## src/inc/pic_pkg.sv

```systemverilog
// constants shared by the priority interrupt controller core
// assumes an 8-bit i/o bus with one address line selecting the two ports
package pic_pkg;

  // ****************************************************************
  // port selection
  // ****************************************************************
  localparam logic [7:0] PORT_CMD_ADDR = 8'h20; // command port
  localparam logic [7:0] PORT_DATA_ADDR = 8'h21; // data port
  localparam logic SEL_CMD = PORT_CMD_ADDR[0];
  localparam logic SEL_DATA = PORT_DATA_ADDR[0];

  // ****************************************************************
  // command word fields
  // ****************************************************************
  localparam int W1_NO_WORD4 = 0;
  localparam int W1_SINGLE = 1;
  localparam int W1_LEVEL = 3;
  localparam int CMD_INIT = 4;
  localparam int CMD_OP3 = 3;
  localparam int OP3_POLL = 2;
  localparam int W4_X86 = 0;
  localparam int W4_AEOI = 1;
  localparam int W4_BUF_LO = 2;
  localparam int W4_BUF_HI = 3;
  localparam int W4_SFNM = 4;

  // priority word commands, bits 7..5
  localparam logic [2:0] OP2_AEOI_ROT_CLR = 3'h0;
  localparam logic [2:0] OP2_EOI_NONSPEC = 3'h1;
  localparam logic [2:0] OP2_NOP = 3'h2;
  localparam logic [2:0] OP2_EOI_SPEC = 3'h3;
  localparam logic [2:0] OP2_AEOI_ROT_SET = 3'h4;
  localparam logic [2:0] OP2_ROT_NONSPEC = 3'h5;
  localparam logic [2:0] OP2_SET_PRIO = 3'h6;
  localparam logic [2:0] OP2_ROT_SPEC = 3'h7;

  // read select and special mask codes
  localparam logic [1:0] OP3_RD_REQ = 2'h2;
  localparam logic [1:0] OP3_RD_ISR = 2'h3;
  localparam logic [1:0] OP3_SMM_CLR = 2'h2;
  localparam logic [1:0] OP3_SMM_SET = 2'h3;

  // ****************************************************************
  // reset values and acknowledge sequence
  // ****************************************************************
  localparam logic [7:0] MASK_RST = 8'h00;
  localparam logic [2:0] LOWEST_RST = 3'h7;
  localparam logic [2:0] DEFAULT_LEVEL = 3'h7;
  localparam logic [7:0] CALL_OPCODE = 8'hCD;
  localparam logic [1:0] ACK_PULSES_X86 = 2'h2;
  localparam logic [1:0] ACK_PULSES_8BIT = 2'h3;
  // synchroniser reset: strobes, chip select and acknowledge idle high
  localparam int SYNC_W = 25;
  localparam logic [SYNC_W-1:0] SYNC_RST = {3'h7, 1'h0, 8'h00, 8'h00, 5'h1F};

  typedef enum logic [1:0] {ST_READY, ST_WORD2, ST_WORD3, ST_WORD4} pic_state_t;

endpackage : pic_pkg

```

## src/logic/pic_core.sv

```systemverilog
// eight-input priority interrupt controller, command and data ports
// assumes bus strobes, requests and cascade lines are asynchronous pins
//
// Notes on behaviour
// command write with bit 4 set starts initialization.
// word one bit 0 clear means word four follows.
// word one bit 1 set is single mode, word three skipped.
// word one bit 3 selects edge (0) or level (1) requests.
// initialization discards pending requests and in-service state.
// command write bits 4,3 clear is priority word; bits 2..0 level.
// code 001 clears top in-service, 011 named level, 010 nothing.
// code 101 rotate on eoi, 100 set auto rotate, 000 clear it.
// code 111 ends level and makes it lowest, 110 only lowest.
// bit 4 clear bit 3 set: 10 reads requests, 11 in-service.
// bit 2 set makes the next read a poll.
// bits 6..5 11 enter special mask, 10 leave it.
// in x86 mode word two bits 7..3 give vector upper bits.
// master word three bits mark lines with slaves attached.
// slave word three bits 2..0 give its identity.
// word four bit 0 selects 8-bit or x86 acknowledge protocol.
// word four bit 1 set ends in-service automatically at ack.
// word four bits 3..2 pick unbuffered, buffered slave, master.
// word four bit 4 enables special fully nested mode.
// data port reads and writes mask; set bit disables line.
// peripheral raises its line and holds it until acknowledged.
// a line that falls before acknowledge yields level 7 vector.
// data writes take word two, three if cascade, four if asked.
`timescale 1ns/1ps
module pic_core (
  input wire logic CLK,
  input wire logic ARST_N,
  input wire logic CS_N,
  input wire logic ADDR0,
  input wire logic IO_READ_STROBE_N,
  input wire logic IO_WRITE_STROBE_N,
  input wire logic [7:0] DIN,
  output logic [7:0] DOUT,
  output logic DOUT_OE,
  input wire logic [7:0] REQUEST_LINES,
  output logic INT,
  input wire logic INTA_N,
  input wire logic [2:0] CAS_IN,
  output logic [2:0] CAS_OUT,
  output logic CAS_OE,
  input wire logic SP_N,
  output logic BUF_EN_N
);
  import pic_pkg::*;
  // ****************************************************************
  // helpers
  // ****************************************************************
  // highest-priority set bit under rotation: {valid, index}
  function automatic logic [3:0] pic_top(input logic [7:0] v,
                                         input logic [2:0] low);
    logic [3:0] r;
    logic [2:0] idx;
    r = 4'h0;
    for (int i = 7; i >= 0; i--) begin
      idx = low + 3'(i) + 3'h1;
      if (v[idx]) r = {1'b1, idx};
    end
    return r;
  endfunction : pic_top

  function automatic logic [2:0] pic_rank(input logic [2:0] idx,
                                          input logic [2:0] low);
    return 3'(idx - low - 3'h1);
  endfunction : pic_rank

  // ****************************************************************
  // input synchronisers
  // ****************************************************************
  logic [SYNC_W-1:0] s1_r, s2_r;
  wire [SYNC_W-1:0] s_in = {CS_N, IO_READ_STROBE_N, IO_WRITE_STROBE_N, ADDR0,
                        DIN, REQUEST_LINES, INTA_N, CAS_IN, SP_N};

  // every pin but the clock and reset passes two flops before logic looks at it
  always_ff @(posedge CLK or negedge ARST_N) begin
    if (!ARST_N) begin
      s1_r <= SYNC_RST;
      s2_r <= SYNC_RST;
    end else begin
      s1_r <= s_in;
      s2_r <= s1_r;
    end
  end

  wire cs_n_s = s2_r[24];
  wire rd_n_s = s2_r[23];
  wire wr_n_s = s2_r[22];
  wire a0_s = s2_r[21];
  wire [7:0] din_s = s2_r[20:13];
  wire [7:0] req_s = s2_r[12:5];
  wire inta_n_s = s2_r[4];
  wire [2:0] cas_s = s2_r[3:1];
  wire sp_n_s = s2_r[0];

  // ****************************************************************
  // state
  // ****************************************************************
  pic_state_t st_r;
  logic rd_q_r, wr_q_r, inta_q_r, wcs_r, wa0_r;
  logic [7:0] wdat_r, req_q_r;
  logic ltim_r, single_r, need4_r, x86_r, aeoi_r, sfnm_r, rot_aeoi_r;
  logic [1:0] bufm_r, ack_cnt_r;
  logic [7:0] vbw_r, casc_r, imr_r, isr_r, irr_r, poll_dat_r, dout_r;
  logic [2:0] lowest_r, ack_lvl_r;
  logic smm_r, rsel_isr_r, poll_r, ack_ok_r, ack_me_r, int_r, oe_r;

  // bus strobe edges; write data is held from the last low cycle
  wire wr_ev = wr_n_s & ~wr_q_r & wcs_r;
  wire rd_act = ~rd_n_s & ~cs_n_s;
  wire rd_start = rd_act & rd_q_r;
  wire rd_end = rd_n_s & ~rd_q_r;
  wire inta_start = ~inta_n_s & inta_q_r;
  wire inta_end = inta_n_s & ~inta_q_r;

  always_ff @(posedge CLK or negedge ARST_N) begin
    if (!ARST_N) begin
      rd_q_r <= 1'b1;
      wr_q_r <= 1'b1;
      inta_q_r <= 1'b1;
      req_q_r <= 8'h00;
      wcs_r <= 1'b0;
      wa0_r <= 1'b0;
      wdat_r <= 8'h00;
    end else begin
      rd_q_r <= rd_n_s;
      wr_q_r <= wr_n_s;
      inta_q_r <= inta_n_s;
      req_q_r <= req_s;
      if (!wr_n_s) begin
        wcs_r <= ~cs_n_s;
        wa0_r <= a0_s;
        wdat_r <= din_s;
      end
    end
  end

  // ****************************************************************
  // command decode
  // ****************************************************************
  wire cmd_wr = wr_ev & (wa0_r == SEL_CMD);
  wire dat_wr = wr_ev & (wa0_r == SEL_DATA);
  wire is_w1 = cmd_wr & wdat_r[CMD_INIT];
  wire is_op2 = cmd_wr & ~wdat_r[CMD_INIT] & ~wdat_r[CMD_OP3];
  wire is_op3 = cmd_wr & ~wdat_r[CMD_INIT] & wdat_r[CMD_OP3];
  wire ready = (st_r == ST_READY);
  wire [2:0] op2 = wdat_r[7:5];
  wire [2:0] lvl = wdat_r[2:0];

  // ****************************************************************
  // priority resolution
  // ****************************************************************
  // master from buffered mode, else from the strap pin
  wire master = bufm_r[1] ? bufm_r[0] : sp_n_s;
  wire is_slave = ~single_r & ~master;
  wire sel_me = ~is_slave | (cas_s == casc_r[2:0]);
  // special mask mode lets masked in-service levels stop blocking
  wire [7:0] cand = irr_r & ~imr_r & (smm_r ? ~isr_r : 8'hFF);
  wire [7:0] blk = smm_r ? (isr_r & ~imr_r) : isr_r;
  wire [3:0] top_req = pic_top(cand, lowest_r);
  wire [3:0] top_isr = pic_top(blk, lowest_r);
  wire [2:0] rk_req = pic_rank(top_req[2:0], lowest_r);
  wire [2:0] rk_isr = pic_rank(top_isr[2:0], lowest_r);
  // nested slave may interrupt its own level in fully nested mode
  wire same_ok = sfnm_r & master & ~single_r & casc_r[top_req[2:0]];
  wire req_go = top_req[3] & (~top_isr[3] | (rk_req < rk_isr) |
                ((rk_req == rk_isr) & same_ok));

  // ****************************************************************
  // acknowledge sequence
  // ****************************************************************
  wire [1:0] npulse = x86_r ? ACK_PULSES_X86 : ACK_PULSES_8BIT;
  wire ack_first_end = inta_end & (ack_cnt_r == 2'h1);
  wire ack_last_end = inta_end & (ack_cnt_r == npulse);
  wire ack_set = ack_first_end & ack_ok_r & sel_me;
  wire poll_set = rd_start & poll_r & (a0_s == SEL_CMD) & req_go;
  wire slave_line = master & ~single_r & casc_r[ack_lvl_r];
  wire resp = ack_me_r & ~slave_line;

  always_ff @(posedge CLK or negedge ARST_N) begin
    if (!ARST_N) begin
      ack_cnt_r <= 2'h0;
      ack_lvl_r <= DEFAULT_LEVEL;
      ack_ok_r <= 1'b0;
      ack_me_r <= 1'b0;
    end else begin
      if (inta_start) ack_cnt_r <= ack_cnt_r + 2'h1;
      else if (ack_last_end) ack_cnt_r <= 2'h0;
      if (inta_start && ack_cnt_r == 2'h0) begin
        ack_ok_r <= req_go;
        ack_lvl_r <= req_go ? top_req[2:0] : DEFAULT_LEVEL;
      end
      if (ack_first_end) ack_me_r <= sel_me;
    end
  end

  // ****************************************************************
  // initialization sequence and configuration
  // ****************************************************************
  always_ff @(posedge CLK or negedge ARST_N) begin
    if (!ARST_N) begin
      st_r <= ST_READY;
    end else if (is_w1) begin
      st_r <= ST_WORD2;
    end else if (dat_wr) begin
      case (st_r)
        ST_WORD2: st_r <= !single_r ? ST_WORD3 :
                          need4_r ? ST_WORD4 : ST_READY;
        ST_WORD3: st_r <= need4_r ? ST_WORD4 : ST_READY;
        ST_WORD4: st_r <= ST_READY;
        default: st_r <= ST_READY;
      endcase
    end
  end

  // word fields; word four fields not sent keep their defaults from word one, word three keeps its old value
  always_ff @(posedge CLK or negedge ARST_N) begin
    if (!ARST_N) begin
      {ltim_r, single_r, need4_r} <= 3'h0;
      {x86_r, aeoi_r, sfnm_r} <= 3'h0;
      bufm_r <= 2'h0;
      vbw_r <= 8'h00;
      casc_r <= 8'h00;
    end else if (is_w1) begin
      ltim_r <= wdat_r[W1_LEVEL];
      single_r <= wdat_r[W1_SINGLE];
      need4_r <= ~wdat_r[W1_NO_WORD4];
      {x86_r, aeoi_r, sfnm_r} <= 3'h0;
      bufm_r <= 2'h0;
    end else if (dat_wr) begin
      if (st_r == ST_WORD2) vbw_r <= wdat_r;
      if (st_r == ST_WORD3) casc_r <= wdat_r;
      if (st_r == ST_WORD4) begin
        x86_r <= wdat_r[W4_X86];
        aeoi_r <= wdat_r[W4_AEOI];
        bufm_r <= wdat_r[W4_BUF_HI:W4_BUF_LO];
        sfnm_r <= wdat_r[W4_SFNM];
      end
    end
  end

  // mask register, cleared by initialization
  always_ff @(posedge CLK or negedge ARST_N) begin
    if (!ARST_N) imr_r <= MASK_RST;
    else if (is_w1) imr_r <= MASK_RST;
    else if (dat_wr && ready) imr_r <= wdat_r;
  end

  // ****************************************************************
  // operation words
  // ****************************************************************
  wire op2_go = is_op2 & ready;
  wire eoi_top = op2_go & ((op2 == OP2_EOI_NONSPEC) |
                           (op2 == OP2_ROT_NONSPEC));
  wire eoi_lvl = op2_go & ((op2 == OP2_EOI_SPEC) |
                           (op2 == OP2_ROT_SPEC));
  wire aeoi_clr = ack_last_end & ack_ok_r & ack_me_r & aeoi_r;
  wire [7:0] isr_clr = ({8{eoi_top & top_isr[3]}} &
                        (8'h01 << top_isr[2:0])) |
                       ({8{eoi_lvl}} & (8'h01 << lvl)) |
                       ({8{aeoi_clr}} & (8'h01 << ack_lvl_r));
  wire [7:0] isr_set = ({8{ack_set}} & (8'h01 << ack_lvl_r)) |
                       ({8{poll_set}} & (8'h01 << top_req[2:0]));

  // set wins over clear in the same cycle
  always_ff @(posedge CLK or negedge ARST_N) begin
    if (!ARST_N) isr_r <= 8'h00;
    else if (is_w1) isr_r <= 8'h00;
    else isr_r <= (isr_r & ~isr_clr) | isr_set;
  end

  // rotation: the named or serviced level becomes lowest priority
  always_ff @(posedge CLK or negedge ARST_N) begin
    if (!ARST_N) begin
      lowest_r <= LOWEST_RST;
      rot_aeoi_r <= 1'b0;
    end else if (is_w1) begin
      lowest_r <= LOWEST_RST;
      rot_aeoi_r <= 1'b0;
    end else if (op2_go) begin
      case (op2)
        OP2_AEOI_ROT_SET: rot_aeoi_r <= 1'b1;
        OP2_AEOI_ROT_CLR: rot_aeoi_r <= 1'b0;
        OP2_ROT_NONSPEC: if (top_isr[3]) lowest_r <= top_isr[2:0];
        OP2_ROT_SPEC, OP2_SET_PRIO: lowest_r <= lvl;
        default: lowest_r <= lowest_r;
      endcase
    end else if (aeoi_clr && rot_aeoi_r) begin
      lowest_r <= ack_lvl_r;
    end
  end

  // read select, poll and special mask
  always_ff @(posedge CLK or negedge ARST_N) begin
    if (!ARST_N) begin
      {smm_r, rsel_isr_r, poll_r} <= 3'h0;
    end else if (is_w1) begin
      {smm_r, rsel_isr_r, poll_r} <= 3'h0;
    end else if (is_op3) begin
      if (wdat_r[1:0] == OP3_RD_REQ) rsel_isr_r <= 1'b0;
      if (wdat_r[1:0] == OP3_RD_ISR) rsel_isr_r <= 1'b1;
      if (wdat_r[6:5] == OP3_SMM_SET) smm_r <= 1'b1;
      if (wdat_r[6:5] == OP3_SMM_CLR) smm_r <= 1'b0;
      poll_r <= wdat_r[OP3_POLL];
    end else if (rd_end && (a0_s == SEL_CMD)) begin
      poll_r <= 1'b0;
    end
  end

  // ****************************************************************
  // request register
  // ****************************************************************
  // edge mode clears a bit when its line falls, so a dropped request
  // leaves no candidate and the acknowledge returns the default level
  wire [7:0] irr_clr = ({8{ack_set}} & (8'h01 << ack_lvl_r)) |
                       ({8{poll_set}} & (8'h01 << top_req[2:0]));
  wire [7:0] rise = req_s & ~req_q_r;
  always_ff @(posedge CLK or negedge ARST_N) begin
    if (!ARST_N) irr_r <= 8'h00;
    else if (is_w1) irr_r <= 8'h00;
    else if (ltim_r) irr_r <= req_s;
    else irr_r <= ((irr_r & ~irr_clr) | rise) & req_s;
  end

  // ****************************************************************
  // read data and outputs
  // ****************************************************************
  wire [7:0] vec_x86 = {vbw_r[7:3], ack_lvl_r};
  wire [7:0] ack_byte = x86_r ? vec_x86 :
                        (ack_cnt_r == 2'h1) ? CALL_OPCODE :
                        (ack_cnt_r == 2'h2) ? {vbw_r[7:5], ack_lvl_r, 2'h0} :
                        vbw_r;
  wire ack_drive = ~inta_n_s & (x86_r ? (ack_cnt_r == 2'h2) & resp :
                   (ack_cnt_r == 2'h1) ? master : resp);
  wire [7:0] rd_byte = (a0_s == SEL_DATA) ? imr_r :
                       poll_r ? poll_dat_r :
                       rsel_isr_r ? isr_r : irr_r;

  always_ff @(posedge CLK or negedge ARST_N) begin
    if (!ARST_N) begin
      poll_dat_r <= 8'h00;
      dout_r <= 8'h00;
      oe_r <= 1'b0;
      int_r <= 1'b0;
    end else begin
      if (rd_start) poll_dat_r <= {req_go, 4'h0, top_req[2:0]};
      dout_r <= ~inta_n_s ? ack_byte : rd_byte;
      oe_r <= ack_drive | (rd_act & ~rd_start) | (rd_act & ~poll_r);
      int_r <= req_go & ready;
    end
  end

  assign DOUT = dout_r;
  assign DOUT_OE = oe_r;
  assign INT = int_r;
  // buffer enable follows data drive only in buffered modes
  assign BUF_EN_N = ~(oe_r & bufm_r[1]);
  assign CAS_OUT = ack_lvl_r;
  assign CAS_OE = (ack_cnt_r != 2'h0) & slave_line;
endmodule : pic_core

```

## config.mk

```make
export PLATFORM = sky130hd
export DESIGN_NAME = pic_core
export DESIGN_NICKNAME = d
export VERILOG_FILES = /design/src/inc/pic_pkg.sv /design/src/logic/pic_core.sv
export SDC_FILE = /design/constraint.sdc
export NUM_CORES = 1
export LEC_CHECK = 0
export ABC_AREA = 1
export BUFFER_PORTS_ARGS = -buffer_cell sky130_fd_sc_hd__clkbuf_2
export CAP_MARGIN = 20
export CORE_MARGIN = 8
export CORE_UTILIZATION = 61
export CTS_BUF_LIST = sky130_fd_sc_hd__clkbuf_8 sky130_fd_sc_hd__clkbuf_16
export DETAILED_ROUTE_END_ITERATION = 6
export PLACE_DENSITY = 0.87
export SLEW_MARGIN = 0
export SYNTH_ARGS = -nofsm -noshare
export SYNTH_HDL_FRONTEND = slang
export SYNTH_SLANG_ARGS = --single-unit
```

## constraint.sdc

```tcl
create_clock -name CLK -period 6.2 [get_ports CLK]
set_clock_uncertainty 0.2 [all_clocks]
set_input_delay 0 -clock CLK [delete_from_list [all_inputs] [get_ports CLK]]
set_output_delay 0 -clock CLK [all_outputs]
set_load 0.005 [all_outputs]
```

==> impl_metrics.py, run 1 <==
metrics = {
    "outcome": {
        "status": "finished, final reports clean",
    },
    "global_route": {
        "antenna_found_initial": 0,
        "grt-ovfl-total": 0,
        "grt_pass1_vias": 6886,
        "grt.total_usage_pct": 28.7,
        "grt_max_degree": 78,
        "grt_pass1_wl_um": 36000,
    },
    "critical_path": {
        "crit_slowest_cell": "dfstp_2",
        "ff2ff_path_depth": 26,
        "critPathCaptureType": "flop",
        "cp-start-kind": "flop",
        "crit_family": "simple AND/OR/NAND/NOR gates",
        "max_stage_delay_ns": 0.78,
        "cp_num_buf_inv": 4,
        "rrSetupSlack_ns": 0.67,
        "critPathRequiredTime_ns": 6.31,
        "r2r_start": "lowest_r[0]",
        "r2r-end": "irr_r[7]",
        "critPathArrivalTime_ns": 5.64,
        "critical_path_class": "flop to flop",
        "crit_fanout": 23,
    },
    "flow_run": {
        "max-cap-violations": 0,
    },
    "cells_and_area": {
        "fin_util_pct": 71.5,
        "stdcell_area_um2": 8910,
        "drive_gt1_share_pct": 14.2,
        "layout_common_cells": "196 x nand2_1, 124 x dfrtp_1, 105 x inv_1",
        "mostFrequentLayoutCell": "nand2_1",
        "insertedDiodeCount": 0,
        "nFillCells": 926,
        "syn_to_final_growth_pct": 16.2,
        "nets": 1034,
    },
    "synthesis": {
        "syn_area_um2": 7670,
        "postSynthCellCount": 926,
        "netlist-cell-type-count": 52,
        "synth-edff-count": 0,
        "synth_fp_nets": 969,
        "synthFlopType": "dfrtp_1",
        "ys_ff_latch": 149,
        "ys_seq_area_share_pct": 49.0,
        "async_reset_ff_share_pct": 100,
        "avgSynthCellArea_um2": 8.28,
        "ys_warn_count": 0,
    },
    "placed_design": {
        "hpwl_um": 15900,
        "placed_area_um2": 7960,
        "numPortBuffers": 41,
        "gp_congestion": 1.05,
    },
    "die": {
        "io_pins": 42,
        "core_um2": 12500,
        "die_x_um": 128,
        "rows": 41,
        "dieArea_um2": 16400,
        "start_util_pct": 61.5,
        "fp.dieH_um": 128,
    },
    "sta": {
        "slew_headroom_pct": 26.1,
        "slew_viol_final": 0,
        "worst_pin_slew_ns": 1.10,
        "hold_viol_final": 0,
        "finalCriticalPeriod_ns": 5.53,
        "rsz0062_at_grt": "false",
        "tns_ns": 0,
        "fmax_mhz": 181,
        "fin_crit_sh_pct": 89.3,
        "setup_violations": 0,
        "hold_slack_ns": 0.0151,
    },
    "clock_tree": {
        "clkTransAtPathRegs_ns": 0.06,
        "cts_setup_buffers": 0,
        "clock-sinks": 149,
        "numCtsBuffers": 17,
        "tritoncts": "done",
        "htreeDepth": 4,
        "cts_root_buf": "clkbuf_16",
        "insertion_delay_ns": 0.42,
        "cts_buffer_depth": 2,
    },
    "routing": {
        "antenna_left": 0,
        "drt_iter0_markers": 864,
        "wirelength_um": 22600,
        "drc": 0,
        "num_vias": 7144,
        "first_pass_iters": 7,
        "detail_route.wl_per_cell_um": 19.2,
        "routed_via_density": 6.07,
    },
    "min_path": {
        "hold_class": "input port to async pin",
    },
}
## worst reg2reg max path: cells and delay by family, from the launching register on
kind                     cells  cell delay (ns)
AO/OA/AOI/OAI                6             0.74
flip-flops                   1             0.78
XOR/XNOR                     2             0.34
AND/OR/NAND/NOR             11             1.45
buffers and inverters        4             0.63
adder cells (fa/ha/maj)      3             1.30
## worst max-delay path by stage
| stage | cells past startpoint | slack, ns | start | end |
|---|---|---|---|---|
| after floorplan | 31 | 1.53 | lowest_r[0] | irr_r[3] |
| after global placement | 26 | 1.00 | lowest_r[0] | CAS_OUT[2] |
| after detailed placement | 26 | 0.80 | lowest_r[0] | irr_r[3] |
| after CTS | 27 | 0.72 | lowest_r[0] | isr_r[6] |
| after global routing | 26 | 0.14 | lowest_r[0] | irr_r[7] |
| final | 26 | 0.67 | lowest_r[0] | irr_r[7] |
## per-stage QoR
| stage | cells | setup slack, ns |
|---|---|---|
| 2_1_floorplan | 926 | 1.53 |
| 6_report | 1176 | 0.665 |
| 4_1_cts | 1175 | 0.724 |
| 3_3_place_gp | 1112 | 1.00 |
| 5_1_grt | 1176 | 0.143 |
| 3_5_place_dp | 1112 | 0.804 |
## kinds of logic (layout without fill, tap and decap cells)
group,count (synthesis),count (layout),synth area share [%]
multiplexers,2,2,0.261
adder cells (fa/ha/maj),16,16,2.81
AND/OR/NAND/NOR,409,409,24.1
AO/OA/AOI/OAI,193,193,14.4
flip-flops,149,149,49.0
XOR/XNOR,11,11,1.55
buffers and inverters,146,224,7.81
## cell usage after synthesis (16+ instances only)
cell type  count  area [µm²]
inv_1        103         387
a21oi_1       62         310
nand3_1       74         370
nand4_1       34         213
nor3_1        18        90.1
o21ai_0       65         325
dfstp_2       25         657
clkbuf_1      16        60.1
nor2_1        56         210
nand2_1      196         736
dfrtp_1      124        3100
## registers in the layout, indices dropped and copies added (netlist names), 2 cells and up
name,flops
CAS_OUT,3
DOUT,8
ack_cnt_r,2
bufm_r,2
casc_r,8
imr_r,8
irr_r,8
isr_r,8
lowest_r,3
poll_dat_r,4
req_q_r,8
s1_r,25
s2_r,25
st_r,2
vbw_r,8
wdat_r,8
## layer usage
layer | global-route usage, % | vias to the layer above | wire length, µm
met5 | 0 | - | 0
met4 | 17.3 | 0 | 1430
met3 | 7.49 | 130 | 2160
met2 | 45.4 | 432 | 10500
met1 | 34.6 | 3345 | 8580
li1 | - | 3237 | -
## timing repair
action	in CTS	in global routing
setup endpoints to repair	0	0
hold buffers	31	0
resized for setup	0	0
hold endpoints to repair	97	0
## final cells by class
cell class,count,area [µm²],share of cell area (%)
tap,172,215,2.41
clock inverter,13,156,1.75
sequential,149,3760,42.2
clock buffer,19,453,5.08
multi-input combinational,631,3310,37.2
timing repair buffer,75,574,6.44
inverter,117,442,4.96
Power of run 1 is not shown: default switching activity piles up to over one toggle a cycle in this logic, so the estimate is an artifact.
==> inputs of run 2 (changes only) <==
--- a/config.mk
+++ b/config.mk
@@ -12,7 +12,7 @@
 export CORE_UTILIZATION = 61
 export CTS_BUF_LIST = sky130_fd_sc_hd__clkbuf_8 sky130_fd_sc_hd__clkbuf_16
 export DETAILED_ROUTE_END_ITERATION = 6
-export PLACE_DENSITY = 0.87
+export PLACE_DENSITY_LB_ADDON = 0.25
 export SLEW_MARGIN = 0
 export SYNTH_ARGS = -nofsm -noshare
 export SYNTH_HDL_FRONTEND = slang
==> impl_metrics.py, run 2 (same netlist as run 1, synthesis figures left out) <==
metrics = {
    "cells_and_area": {
        "multi_input_area_um2": 3310,
        "mostFrequentLayoutCell": "nand2_1",
        "insertedDiodeCount": 0,
        "reg.largest.list": "s1_r x25, s2_r x25",
        "stdcell_area_um2": 8850,
        "nets": 1032,
        "nFillCells": 1015,
        "final_cells": 1174,
        "seq_area_um2": 3760,
        "layout_common_cells": "196 x nand2_1, 124 x dfrtp_1, 103 x inv_1",
        "syn_to_final_growth_pct": 15.3,
        "fin_util_pct": 71.0,
        "drive_gt1_share_pct": 14.5,
    },
    "routing": {
        "detail_route.wl_per_cell_um": 19.4,
        "drt_iter0_markers": 1009,
        "first_pass_iters": 7,
        "routed_via_density": 5.93,
        "drc": 0,
        "wirelength_um": 22800,
        "antenna_left": 0,
        "num_vias": 6956,
    },
    "placed_design": {
        "place_inst": 1114,
        "numPortBuffers": 41,
        "gp_congestion": 1.00,
        "hpwl_um": 16500,
        "placed_area_um2": 7970,
    },
    "die": {
        "die_x_um": 128,
        "dieArea_um2": 16400,
        "io_pins": 42,
        "start_util_pct": 61.5,
        "rows": 41,
        "fp.dieH_um": 128,
        "core_um2": 12500,
    },
    "critical_path": {
        "max_stage_delay_ns": 0.78,
        "critical_path_class": "flop to flop",
        "rrSetupSlack_ns": 0.76,
        "critPathRequiredTime_ns": 6.31,
        "crit_family": "simple AND/OR/NAND/NOR gates",
        "critPathCapture": "irr_r[7]",
        "critPathCaptureType": "flop",
        "r2r_start": "lowest_r[0]",
        "cp_num_buf_inv": 4,
        "ff2ff_path_depth": 26,
        "cp-start-kind": "flop",
        "crit_slowest_cell": "dfstp_2",
        "r2r-end": "irr_r[7]",
        "worst-path-stages": 26,
        "critPathArrivalTime_ns": 5.55,
        "crit_start": "lowest_r[0]",
        "crit_fanout": 23,
    },
    "global_route": {
        "grt.total_usage_pct": 29.0,
        "grt_pass1_vias": 6664,
        "grt_pass1_wl_um": 35800,
        "antenna_found_initial": 0,
        "grt_max_degree": 88,
        "grt-ovfl-total": 0,
    },
    "clock_tree": {
        "cts_buffer_depth": 2,
        "cts_setup_buffers": 0,
        "clock-sinks": 149,
        "clkTransAtPathRegs_ns": 0.07,
        "insertion_delay_ns": 0.43,
        "tritoncts": "done",
        "numCtsBuffers": 17,
        "cts_root_buf": "clkbuf_16",
        "htreeDepth": 4,
    },
    "outcome": {
        "violations": "hold timing",
        "status": "finished with violations",
    },
    "min_path": {
        "hold_class": "input port to async pin",
    },
    "sta": {
        "hold_slack_ns": -0.0125,
        "worst_pin_slew_ns": 0.767,
        "finalCriticalPeriod_ns": 5.44,
        "rsz0062_at_grt": "false",
        "hold_viol_final": 4,
        "slew_headroom_pct": 48.9,
        "slew_viol_final": 0,
        "tns_ns": 0,
        "setup_violations": 0,
        "fin_crit_sh_pct": 87.7,
        "fmax_mhz": 184,
    },
    "flow_run": {
        "max-cap-violations": 0,
    },
}
run 2: through the flow:
stage	hold slack (ns)	setup WS [ns]
floorplan	-0.496	1.53
global placement	-0.113	0.972
detailed placement	-0.111	0.832
CTS	0.000796	0.820
global route	0.00897	0.252
finish	-0.0125	0.764
run 2: routing by layer:
metal  global-route usage [%]  wire length, µm  vias to the layer above
met4                     13.5              901                        0
met3                     5.66             2060                       67
met2                     46.5            10600                      402
met5                        0                0                        -
li1                         -                -                     3244
met1                     37.3             9220                     3243
run 2: worst min path at each step:
stage | depth (start not counted) | slack, ns | to
6_report | 2 | -0.01 | s1_r[17]
5_1_grt | 2 | 0.009 | s1_r[2]
4_1_cts | 2 | 0.0008 | s1_r[24]
3_5_place_dp | 1 | -0.11 | st_r[1]
3_3_place_gp | 1 | -0.11 | st_r[1]
2_1_floorplan | 0 | -0.50 | DOUT[0]
run 2: final cells by class:
class,count,share of cell area (%)
clock inverter,14,1.78
inverter,117,4.99
tap,172,2.43
sequential,149,42.5
multi-input combinational,631,37.4
timing repair buffer,73,5.90
clock buffer,18,4.96
run 2: repair_timing:
action	4_1_cts	5_1_grt
hold buffers	28	0
endpoints found under the setup margin	0	0
endpoints found under the hold margin	111	0
resized for setup	0	0
Power of run 2 is left out for the same reason.
==> inputs of run 3 (changes only) <==
--- a/config.mk
+++ b/config.mk
@@ -8,12 +8,11 @@
 export ABC_AREA = 1
 export BUFFER_PORTS_ARGS = -buffer_cell sky130_fd_sc_hd__clkbuf_2
 export CAP_MARGIN = 20
-export CORE_MARGIN = 8
 export CORE_UTILIZATION = 61
 export CTS_BUF_LIST = sky130_fd_sc_hd__clkbuf_8 sky130_fd_sc_hd__clkbuf_16
 export DETAILED_ROUTE_END_ITERATION = 6
 export PLACE_DENSITY_LB_ADDON = 0.25
-export SLEW_MARGIN = 0
+export SLEW_MARGIN = 10
 export SYNTH_ARGS = -nofsm -noshare
 export SYNTH_HDL_FRONTEND = slang
 export SYNTH_SLANG_ARGS = --single-unit
==> constraint.sdc (replaced) <==
create_clock -name CLK -period 6.2 [get_ports CLK]
set_clock_uncertainty 0.2 [all_clocks]
set_input_delay 0.62 -clock CLK [delete_from_list [all_inputs] [get_ports CLK]]
set_output_delay 0.62 -clock CLK [all_outputs]
set_load 0.005 [all_outputs]
==> impl_metrics.py, run 3 (same netlist as run 1, synthesis figures left out) <==
metrics = {
    "sta": {
        "hold_slack_ns": 0.0128,
        "slew_viol_final": 0,
        "slew_headroom_pct": 43.7,
        "hold_viol_final": 0,
        "finalCriticalPeriod_ns": 5.50,
        "setup_violations": 0,
        "worst_pin_slew_ns": 0.845,
        "fmax_mhz": 182,
        "rsz0062_at_grt": "false",
        "fin_crit_sh_pct": 88.8,
        "tns_ns": 0,
        "fin_ws_ns": 0.696,
    },
    "min_path": {
        "hold_class": "input port to async pin",
    },
    "clock_tree": {
        "cts_buffer_depth": 2,
        "clock-sinks": 149,
        "clkTransAtPathRegs_ns": 0.06,
        "cts_root_buf": "clkbuf_16",
        "cts_setup_buffers": 0,
        "cts_resized": 0,
        "tritoncts": "done",
        "numCtsBuffers": 17,
        "htreeDepth": 4,
        "insertion_delay_ns": 0.43,
        "holdBufCountCts": 0,
    },
    "routing": {
        "wirelength_um": 22100,
        "routed_via_density": 6.08,
        "num_vias": 6940,
        "drc": 0,
        "antenna_left": 0,
        "drt_iter0_markers": 711,
        "detail_route.wl_per_cell_um": 19.3,
        "first_pass_iters": 5,
    },
    "die": {
        "core_um2": 12100,
        "dieArea_um2": 13000,
        "io_pins": 42,
        "fp.dieH_um": 114,
        "rows": 40,
        "start_util_pct": 63.3,
        "die_x_um": 114,
    },
    "critical_path": {
        "critPathArrivalTime_ns": 5.67,
        "cp_num_buf_inv": 5,
        "critical_path_class": "flop to flop",
        "cpMostUsedCell": "nand2_1",
        "cp-start-kind": "flop",
        "critPathCaptureType": "flop",
        "crit_family": "simple AND/OR/NAND/NOR gates",
        "max_stage_delay_ns": 0.79,
        "critPathRequiredTime_ns": 6.37,
        "crit_fanout": 23,
        "crit_slowest_cell": "dfstp_2",
    },
    "global_route": {
        "grt.total_usage_pct": 36.0,
        "antenna_found_initial": 0,
        "grt_pass1_vias": 6473,
        "grt_max_degree": 81,
        "grt_pass1_wl_um": 34200,
        "grt-ovfl-total": 0,
    },
    "placed_design": {
        "numPortBuffers": 41,
        "gp_congestion": 1.01,
        "hpwl_um": 16200,
        "dp_slack_ns": 0.755,
    },
    "cells_and_area": {
        "syn_to_final_growth_pct": 11.2,
        "reg.largest.list": "s1_r x25, s2_r x25",
        "insertedDiodeCount": 0,
        "nFillCells": 947,
        "layout_common_cells": "196 x nand2_1, 124 x dfrtp_1, 104 x inv_1",
        "mostFrequentLayoutCell": "nand2_1",
        "nets": 1004,
        "drive_gt1_share_pct": 14.7,
    },
    "flow_run": {
        "max-cap-violations": 0,
    },
    "outcome": {
        "status": "finished, final reports clean",
    },
}
[run 3: cell types whose count changed in the layout (fill, tap and decap cells not counted)]
cell and delta:
inv_1 +1, clkinv_4 +1, clkinvlp_4 +1, dlygate4sd3_1 -28, clkinv_8 -1, inv_6 +2
clkbuf_8 -1, clkinv_2 -1, inv_8 -3
[run 3: worst paths after layout]
| path | from | to | slack [ns] | cells past startpoint |
|---|---|---|---|---|
| setup / recovery | lowest_r[0] | isr_r[6] | 0.70 | 27 |
| hold / removal | ARST_N | ack_cnt_r[1] | 0.01 | 1 |
| setup reg to reg | lowest_r[0] | isr_r[6] | 0.70 | 27 |
| hold reg to reg | s1_r[10] | s2_r[10] | 0.15 | 0 |
| max in group asynchronous | ARST_N | isr_r[0] | 4.43 | 2 |
| min in group CLK | CAS_IN[2] | s1_r[3] | 0.07 | 1 |
[run 3: layout make-up]
type                            count  area [µm²]  share of cell area [%]
Multi-Input combinational cell    631        3310                    38.8
Clock buffer                       17         425                    4.99
Inverter                          117         442                    5.18
Tap cell                          168         210                    2.46
Clock inverter                     14         140                    1.64
Sequential cell                   149        3760                    44.1
Timing Repair Buffer               45         241                    2.83
[run 3: per-stage QoR]
| step | std cells | area, µm² | utilization [%] |
|---|---|---|---|
| 6_report | 1141 | 8530 | 70.4 |
| 5_1_grt | 1141 | 8530 | 70.4 |
| 4_1_cts | 1141 | 8530 | 70.4 |
| 3_5_place_dp | 1110 | 7970 | 65.8 |
| 3_3_place_gp | 1109 | 7960 | 65.7 |
| 2_1_floorplan | 926 | 7670 | - |
[run 3: per-layer routing]
layer | vias up | share of wire, % | track usage [%]
met5 | - | 0 | 0
met1 | 3294 | 41 | 47.4
met3 | 69 | 9.0 | 9.11
li1 | 3181 | - | -
met2 | 396 | 47 | 56.7
met4 | 0 | 3.3 | 15.8
Power of run 3 is left out for the same reason.
